File: src/rtl/tone_pkg.sv
package tone_pkg;
  // ***********************************************************
  // Field widths and encodings
  // ***********************************************************
  localparam int CODE_W = 8;
  localparam int PHASE_STEPS = 12;
  localparam logic [3:0] PHASE_LAST = 4'hB;
  localparam logic [7:0] CODE_RESET = 8'h02;
  localparam logic [7:0] CODE_MIN = 8'h01;
  localparam logic [1:0] DIV_BY1 = 2'h0;
  localparam logic [1:0] DIV_BY2 = 2'h1;
  localparam logic [1:0] DIV_BY4 = 2'h2;
  localparam logic [1:0] DIV_RESET = 2'h3;
  localparam logic [2:0] CHCTL_RESET = 3'h7;
  // ***********************************************************
  // Power modes decoded from the three power-select lines
  // ***********************************************************
  typedef enum logic [1:0] {PWR_DOWN, PWR_VREF, PWR_TONE, PWR_NORMAL} power_mode_t;
endpackage

File: src/rtl/tone_channel.sv
`timescale 1ns/1ps
module tone_channel (
  input wire logic clk,
  input wire logic reset,
  input wire logic tick,
  input wire logic hold,
  input wire logic [7:0] code,
  output logic [3:0] phase,
  output logic step
);
  typedef struct packed {
    logic [7:0] div;
    logic [3:0] phase;
    logic step;
  } ch_state_t;
  ch_state_t st_r;
  ch_state_t st_nxt;

  always_comb begin
    st_nxt = st_r;
    st_nxt.step = 1'b0;
    if (hold) begin
      // Common start point keeps equal codes in phase
      st_nxt.div = '0;
      st_nxt.phase = '0;
    end else if (tick) begin
      // Divide by 1+n, twelve steps per period
      if (st_r.div >= code) begin
        st_nxt.div = '0;
        st_nxt.step = 1'b1;
        st_nxt.phase = (st_r.phase == tone_pkg::PHASE_LAST) ? 4'h0 : st_r.phase + 4'h1;
      end else begin
        st_nxt.div = st_r.div + 8'h01;
      end
    end
  end

  always_ff @(posedge clk) begin
    if (reset) begin
      st_r <= '0;
    end else begin
      st_r <= st_nxt;
    end
  end

  assign phase = st_r.phase;
  assign step = st_r.step;
endmodule

File: src/rtl/tone_gen_ctrl.sv
`timescale 1ns/1ps
module tone_gen_ctrl (
  input wire logic CLK,
  input wire logic RESET,
  input wire logic TONE_SOURCE_CLOCK,
  input wire logic TONE_GATE_PIN,
  input wire logic POWER_SELECT_BIT0,
  input wire logic POWER_SELECT_BIT1,
  input wire logic POWER_SELECT_BIT2,
  input wire logic [7:0] CH1_CODE,
  input wire logic [7:0] CH2_CODE,
  input wire logic CHANNEL_ONE_WAVE_SELECT,
  input wire logic CHANNEL_TWO_WAVE_SELECT,
  input wire logic [1:0] CLK_DIV_SEL,
  input wire logic CH1_HOLD,
  input wire logic CH2_HOLD,
  input wire logic LED_HOLD,
  input wire logic TONE_OUT_MUTE_SWITCH,
  input wire logic ENVELOPE_ENABLE,
  input wire logic CFG_WRITE,
  output logic [3:0] CH1_PHASE,
  output logic [3:0] CH2_PHASE,
  output logic CH1_TRAPEZOID,
  output logic CH2_TRAPEZOID,
  output logic CH1_ACTIVE,
  output logic CH2_ACTIVE,
  output logic CH1_POWERED,
  output logic CH2_POWERED,
  output logic LED_OUT,
  output logic TONE_LINE_AT_GROUND,
  output logic TONE_LINE_OE,
  output logic ENVELOPE_ON,
  output logic DIV_CODE_ERROR
);
  // ***********************************************************
  // Registered state
  // ***********************************************************
  typedef struct packed {
    logic [7:0] code1;
    logic [7:0] code2;
    logic wave1;
    logic wave2;
    logic [1:0] div_sel;
    logic [2:0] chctl;
    logic mute;
    logic env;
    logic src_q;
    logic [1:0] pre;
    logic tick;
    logic led;
    logic run1;
    logic run2;
    logic line_gnd;
    logic line_oe;
    logic pwr;
    logic bad_div;
  } ctl_state_t;
  ctl_state_t st_r;
  ctl_state_t st_nxt;
  tone_pkg::power_mode_t mode;
  logic gate_hold;
  logic tone_mode;
  logic div_hit;

  always_comb begin
    if (POWER_SELECT_BIT0) begin
      mode = tone_pkg::PWR_NORMAL;
    end else if (POWER_SELECT_BIT1) begin
      mode = tone_pkg::PWR_TONE;
    end else if (POWER_SELECT_BIT2) begin
      mode = tone_pkg::PWR_VREF;
    end else begin
      mode = tone_pkg::PWR_DOWN;
    end
  end

  assign tone_mode = (mode == tone_pkg::PWR_TONE) || (mode == tone_pkg::PWR_NORMAL);
  // Powered down counters are also held so they restart aligned
  assign gate_hold = !TONE_GATE_PIN || !tone_mode;

  // ***********************************************************
  // Generator clock prescaler on source clock rising edges
  // ***********************************************************
  always_comb begin
    unique case (st_r.div_sel)
      tone_pkg::DIV_BY1: div_hit = 1'b1;
      tone_pkg::DIV_BY2: div_hit = st_r.pre[0];
      tone_pkg::DIV_BY4: div_hit = &st_r.pre;
      // Prohibited code: generator stops rather than guess a rate
      default: div_hit = 1'b0;
    endcase
  end

  always_comb begin
    st_nxt = st_r;
    st_nxt.src_q = TONE_SOURCE_CLOCK;
    st_nxt.tick = 1'b0;
    if (CFG_WRITE) begin
      st_nxt.code1 = (CH1_CODE < tone_pkg::CODE_MIN) ? tone_pkg::CODE_MIN : CH1_CODE;
      st_nxt.code2 = (CH2_CODE < tone_pkg::CODE_MIN) ? tone_pkg::CODE_MIN : CH2_CODE;
      st_nxt.wave1 = CHANNEL_ONE_WAVE_SELECT;
      st_nxt.wave2 = CHANNEL_TWO_WAVE_SELECT;
      st_nxt.div_sel = CLK_DIV_SEL;
      st_nxt.chctl = {LED_HOLD, CH1_HOLD, CH2_HOLD};
      st_nxt.mute = TONE_OUT_MUTE_SWITCH;
      st_nxt.env = ENVELOPE_ENABLE;
    end
    if (gate_hold) begin
      st_nxt.pre = '0;
    end else if (TONE_SOURCE_CLOCK && !st_r.src_q) begin
      st_nxt.pre = st_r.pre + 2'h1;
      st_nxt.tick = div_hit;
    end
    st_nxt.bad_div = (st_r.div_sel == tone_pkg::DIV_RESET);
    st_nxt.pwr = tone_mode;
    st_nxt.run1 = !gate_hold && !st_r.chctl[1];
    st_nxt.run2 = !gate_hold && !st_r.chctl[0];
    st_nxt.led = tone_mode && TONE_GATE_PIN && !st_r.chctl[2];
    if (!tone_mode) begin
      st_nxt.line_oe = 1'b0;
      st_nxt.line_gnd = 1'b0;
    end else if (!TONE_GATE_PIN) begin
      st_nxt.line_oe = !st_r.mute;
      st_nxt.line_gnd = !st_r.mute;
    end else begin
      st_nxt.line_oe = 1'b1;
      st_nxt.line_gnd = st_r.chctl[1] && st_r.chctl[0];
    end
  end

  always_ff @(posedge CLK) begin
    if (RESET) begin
      st_r <= '0;
      st_r.code1 <= tone_pkg::CODE_RESET;
      st_r.code2 <= tone_pkg::CODE_RESET;
      st_r.div_sel <= tone_pkg::DIV_RESET;
      st_r.chctl <= tone_pkg::CHCTL_RESET;
    end else begin
      st_r <= st_nxt;
    end
  end

  // ***********************************************************
  // Channels share one tick and the gate hold, so they start together
  // ***********************************************************
  tone_channel u_ch1 (
    .clk(CLK), .reset(RESET), .tick(st_r.tick), .hold(gate_hold || st_r.chctl[1]),
    .code(st_r.code1), .phase(CH1_PHASE), .step()
  );
  tone_channel u_ch2 (
    .clk(CLK), .reset(RESET), .tick(st_r.tick), .hold(gate_hold || st_r.chctl[0]),
    .code(st_r.code2), .phase(CH2_PHASE), .step()
  );

  assign CH1_TRAPEZOID = st_r.wave1;
  assign CH2_TRAPEZOID = st_r.wave2;
  assign CH1_ACTIVE = st_r.run1;
  assign CH2_ACTIVE = st_r.run2;
  assign CH1_POWERED = st_r.pwr;
  assign CH2_POWERED = st_r.pwr;
  assign LED_OUT = st_r.led;
  assign TONE_LINE_AT_GROUND = st_r.line_gnd;
  assign TONE_LINE_OE = st_r.line_oe;
  assign ENVELOPE_ON = st_r.env;
  assign DIV_CODE_ERROR = st_r.bad_div;
endmodule

File: config.mk
export PLATFORM = sky130hd
export DESIGN_NAME = tone_gen_ctrl
export DESIGN_NICKNAME = d
export VERILOG_FILES = /design/src/rtl/tone_pkg.sv /design/src/rtl/tone_channel.sv /design/src/rtl/tone_gen_ctrl.sv
export SDC_FILE = /design/constraint.sdc
export NUM_CORES = 1
export LEC_CHECK = 0
export BUFFER_PORTS_ARGS = -buffer_cell sky130_fd_sc_hd__buf_4
export CAP_MARGIN = 20
export CORE_MARGIN = 5
export CORE_UTILIZATION = 46
export DETAILED_ROUTE_END_ITERATION = 10
export PLACE_DENSITY = 0.68
export SETUP_SLACK_MARGIN = 0.15
export SYNTH_ARGS = -nofsm -noshare
export SYNTH_HDL_FRONTEND = slang
export SYNTH_SLANG_ARGS = --single-unit
export TNS_END_PERCENT = 20
File: constraint.sdc
create_clock -name CLK -period 2.65 [get_ports CLK]
set_input_delay 0.1325 -clock CLK [delete_from_list [all_inputs] [get_ports CLK]]
set_output_delay 0.1325 -clock CLK [all_outputs]
set_load 0.01 [all_outputs]
==> run_summary.xml <==
<?xml version="1.0" encoding="UTF-8"?>
<metrics>
  <group name="run_status">
    <metric name="status" unit="">complete, no violations</metric>
  </group>
  <group name="global_routing">
    <metric name="global_route_wire_length_before_repair" unit="um">9650</metric>
    <metric name="grtUsageTotal" unit="">0.159</metric>
    <metric name="grt_antenna_before_repair" unit="">0</metric>
    <metric name="maximum_number_of_pins_on_one_net_before_global_route_repair" unit="">31</metric>
    <metric name="number_of_global_route_vias_before_repair" unit="">2141</metric>
    <metric name="overflow" unit="">0</metric>
  </group>
  <group name="power">
    <metric name="p_int" unit="mW">1.57</metric>
    <metric name="static_leak" unit="nW">1.47</metric>
    <metric name="power_switching" unit="uW">440</metric>
    <metric name="power.share.sequential" unit="">0.472</metric>
    <metric name="p_comb_frac" unit="">0.080</metric>
    <metric name="clkPwrFrac" unit="">0.448</metric>
    <metric name="switching_share" unit="">0.219</metric>
    <metric name="pwr_density_cell" unit="mW/mm^2">587</metric>
    <metric name="vdd.ir_drop.worst" unit="mV">0.322</metric>
  </group>
  <group name="timing">
    <metric name="unrepaired_setup_endpoints_after_global_routing" unit="">no</metric>
    <metric name="fin_setup_tns" unit="ns">0</metric>
    <metric name="post-route-min-period" unit="ns">2.16</metric>
    <metric name="layout_worst_path_cycle_share" unit="">0.817</metric>
    <metric name="setup_viol" unit="">0</metric>
    <metric name="fmaxAchievable" unit="GHz">0.462</metric>
    <metric name="slew-limit-headroom" unit="">0.610</metric>
    <metric name="worst_pin_slew" unit="ns">0.585</metric>
    <metric name="fin_skew" unit="ns">0.00985</metric>
    <metric name="drv_slew" unit="">0</metric>
    <metric name="final-hold-violation-count" unit="">0</metric>
    <metric name="layout_setup_ws" unit="ns">0.486</metric>
    <metric name="hold_slack" unit="ns">0.0154</metric>
  </group>
  <group name="worst_setup_path">
    <metric name="crit_path_max_fanout" unit="">9</metric>
    <metric name="worst_ep_arrival_time" unit="ns">2.40</metric>
    <metric name="critical_path.endpoint_type" unit="">flip-flop</metric>
    <metric name="worst_setup_path_endpoint" unit="">u_ch1.phase[3]$_SDFFE_PP0P_</metric>
    <metric name="setup.worst_path.class" unit="">reg -&gt; reg</metric>
    <metric name="crit_required" unit="ns">2.89</metric>
    <metric name="worstRegToRegCells" unit="">7</metric>
    <metric name="setup.reg_to_reg.worst_slack" unit="ns">0.49</metric>
    <metric name="worst_r2r_endpoint" unit="">u_ch1.phase[3]$_SDFFE_PP0P_</metric>
    <metric name="worstReg2RegStart" unit="">u_ch1.st_r[5]$_SDFFE_PP0P_</metric>
    <metric name="timing.critical_path.from_type" unit="">flip-flop</metric>
    <metric name="critical_path.startpoint" unit="">u_ch1.st_r[5]$_SDFFE_PP0P_</metric>
  </group>
  <group name="worst_hold_path">
    <metric name="hp-class" unit="">in -&gt; reg</metric>
  </group>
  <group name="drt">
    <metric name="drtAntennaViolNets" unit="">0</metric>
    <metric name="drt_wl_total" unit="um">5730</metric>
    <metric name="drt_pre_antenna_iters" unit="">4</metric>
    <metric name="avgViaCountPerCell" unit="">5.08</metric>
    <metric name="route.detailed.drc" unit="">0</metric>
    <metric name="post_drt_wl_per_cell" unit="um">13.3</metric>
    <metric name="drt_iter0_drc" unit="">44</metric>
    <metric name="routed-via-count" unit="">2185</metric>
  </group>
  <group name="synth">
    <metric name="synth_cell_types" unit="">45</metric>
    <metric name="synth.area.top_cells" unit="">sky130_fd_sc_hd__dfxtp_1 (42%), sky130_fd_sc_hd__ha_1 (9.3%), sky130_fd_sc_hd__mux2i_1 (8.1%), sky130_fd_sc_hd__nor2_1 (4.8%), sky130_fd_sc_hd__inv_1 (3.2%)</metric>
    <metric name="post_synth.cell_area_avg" unit="sq um">9.31</metric>
    <metric name="synth.cells.most_frequent" unit="">sky130_fd_sc_hd__dfxtp_1 (60), sky130_fd_sc_hd__nor2_1 (36), sky130_fd_sc_hd__inv_1 (24)</metric>
    <metric name="synth.top_cell.area_share" unit="">0.424</metric>
    <metric name="synth_fp_nets" unit="">358</metric>
    <metric name="synth_flop_cell" unit="">sky130_fd_sc_hd__dfxtp_1</metric>
    <metric name="netlist_instances" unit="">304</metric>
    <metric name="syn-cell-area" unit="sq mm">0.00283</metric>
    <metric name="proportion_of_register_bits_with_asynchronous_set_or_reset_after_synthesis" unit="">0</metric>
    <metric name="synth-seq-cells" unit="">60</metric>
    <metric name="post_synth_edffs" unit="">0</metric>
    <metric name="synth.largest_area_cell" unit="">sky130_fd_sc_hd__dfxtp_1</metric>
    <metric name="synth-seq-area-share" unit="">0.424</metric>
    <metric name="synthesis.yosys.warnings" unit="">0</metric>
    <metric name="yosysMostFrequentCell" unit="">sky130_fd_sc_hd__dfxtp_1</metric>
  </group>
  <group name="layout">
    <metric name="fillerInstances" unit="">534</metric>
    <metric name="ant_cells" unit="">0</metric>
    <metric name="drive_gt1_frac" unit="">0.239</metric>
    <metric name="layout-area-overhead-vs-synth" unit="%">20.8</metric>
    <metric name="nNetsFinal" unit="">404</metric>
    <metric name="final_util" unit="">0.574</metric>
    <metric name="register_area" unit="sq mm">0.00120</metric>
    <metric name="multiInputGateArea" unit="sq mm">0.00143</metric>
  </group>
  <group name="floorplanning">
    <metric name="ios" unit="">52</metric>
    <metric name="die-area" unit="sq mm">0.00782</metric>
    <metric name="coreArea" unit="sq mm">0.00596</metric>
    <metric name="die_w" unit="um">88.5</metric>
    <metric name="start_util" unit="">0.475</metric>
    <metric name="die-height" unit="um">88.5</metric>
    <metric name="core.rowCount" unit="">28</metric>
  </group>
  <group name="clocking">
    <metric name="cts.repair.resized" unit="">0</metric>
    <metric name="clock_path_buffers" unit="">2</metric>
    <metric name="cts-hold-fix-buffers" unit="">0</metric>
    <metric name="cts.repair_timing.setup_buffer_count" unit="">0</metric>
    <metric name="cts_htree_levels" unit="">3</metric>
    <metric name="tritoncts.num_buffers" unit="">9</metric>
    <metric name="clock_sinks" unit="">60</metric>
    <metric name="worst_setup_hold_path_clk_slew" unit="ns">0.06</metric>
    <metric name="insertion_delay" unit="ns">0.33</metric>
    <metric name="tritoncts" unit="">built</metric>
    <metric name="root_buffer" unit="">sky130_fd_sc_hd__clkbuf_8</metric>
  </group>
  <group name="placement">
    <metric name="gp_congestion" unit="">0.766</metric>
    <metric name="port_buffers" unit="">50</metric>
    <metric name="dp.final_hpwl" unit="um">4210</metric>
    <metric name="place_ws" unit="ns">0.503</metric>
  </group>
  <group name="run">
    <metric name="drv_cap" unit="">0</metric>
  </group>
</metrics>
[metrics by stage]
| stage | std cells | total power [mW] | area, sq um |
|---|---|---|---|
| after floorplan | 304 | 1.06 | 2830 |
| after global placement | 414 | 1.13 | 3200 |
| after detailed placement | 414 | 1.13 | 3200 |
| after CTS | 430 | 2.03 | 3420 |
| after global routing | 430 | 2.09 | 3420 |
| final | 430 | 2.01 | 3420 |
[sequential cells by signal (all words and copies together) (netlist names), 4 cells and up]
| name | cells |
|---|---|
| u_ch1.st_r | 8 |
| u_ch2.phase | 4 |
| st_r | 26 |
| u_ch2.st_r | 8 |
| u_ch1.phase | 4 |
[critical path, stage by stage (launching register included)]
cell,delay [ns]
sky130_fd_sc_hd__dfxtp_1,0.40
sky130_fd_sc_hd__inv_1,0.06
sky130_fd_sc_hd__ha_1,0.27
sky130_fd_sc_hd__nand2b_4,0.14
sky130_fd_sc_hd__a2111oi_2,0.34
sky130_fd_sc_hd__o32a_1,0.58
sky130_fd_sc_hd__o211ai_1,0.20
sky130_fd_sc_hd__o41ai_2,0.07
[routing by layer]
metal,GRT usage,up-vias,part of all wire
li1,-,1112,-
met1,0.209,994,0.47
met2,0.244,70,0.44
met3,0.0391,9,0.079
met4,0.0742,0,0.013
met5,0,-,0
[kinds of logic (layout without fill, tap and decap cells)]
group,count (synthesis),count (layout),synth area share
adder cells (fa/ha/maj),21,21,0.0928
flip-flops,60,60,0.424
XOR/XNOR,15,15,0.0464
AO/OA/AOI/OAI,43,43,0.110
AND/OR/NAND/NOR,101,101,0.175
multiplexers,23,23,0.0813
buffers and inverters,41,92,0.0707
[power by group through the flow]
stage / sequential, mW / combinational [mW] / clock [mW]
after floorplan: 0.969 / 0.0883 / 0
after global placement: 0.967 / 0.159 / 0
after detailed placement: 0.968 / 0.162 / 0
after CTS: 0.948 / 0.163 / 0.917
after global routing: 0.951 / 0.179 / 0.963
final: 0.948 / 0.160 / 0.899
[cells in the final DEF (no fill, tap or decap), types with 6 or more instances in the layout]
master	count
sky130_fd_sc_hd__dfxtp_1	60
sky130_fd_sc_hd__nor2_1	36
sky130_fd_sc_hd__clkbuf_8	10
sky130_fd_sc_hd__nor2_2	9
sky130_fd_sc_hd__buf_4	51
sky130_fd_sc_hd__a21oi_1	8
sky130_fd_sc_hd__ha_1	21
sky130_fd_sc_hd__inv_1	24
sky130_fd_sc_hd__o21ai_1	6
sky130_fd_sc_hd__mux2i_1	23
sky130_fd_sc_hd__xor2_1	8
sky130_fd_sc_hd__xnor2_1	7
sky130_fd_sc_hd__nand2_1	22
sky130_fd_sc_hd__nand3_1	11
[area by class of cell]
cell class / instances / share of cell area
Multi-Input combinational cell: 203 / 0.418
Tap cell: 75 / 0.0274
Sequential cell: 60 / 0.351
Inverter: 25 / 0.0278
Timing Repair Buffer: 51 / 0.112
Clock buffer: 11 / 0.0413
Clock inverter: 5 / 0.0220
[worst min-delay path by stage]
stage,startpoint,to,cells past startpoint
2_1_floorplan,TONE_GATE_PIN,TONE_LINE_AT_GROUND$_SDFF_PP0_,1
3_3_place_gp,TONE_GATE_PIN,TONE_LINE_AT_GROUND$_SDFF_PP0_,2
3_5_place_dp,CH2_HOLD,st_r[13]$_SDFFE_PP1P_,3
4_1_cts,CH2_HOLD,st_r[13]$_SDFFE_PP1P_,3
5_1_grt,TONE_GATE_PIN,TONE_LINE_AT_GROUND$_SDFF_PP0_,2
6_report,CH2_HOLD,st_r[13]$_SDFFE_PP1P_,3
(Power assumes the default switching activity.)
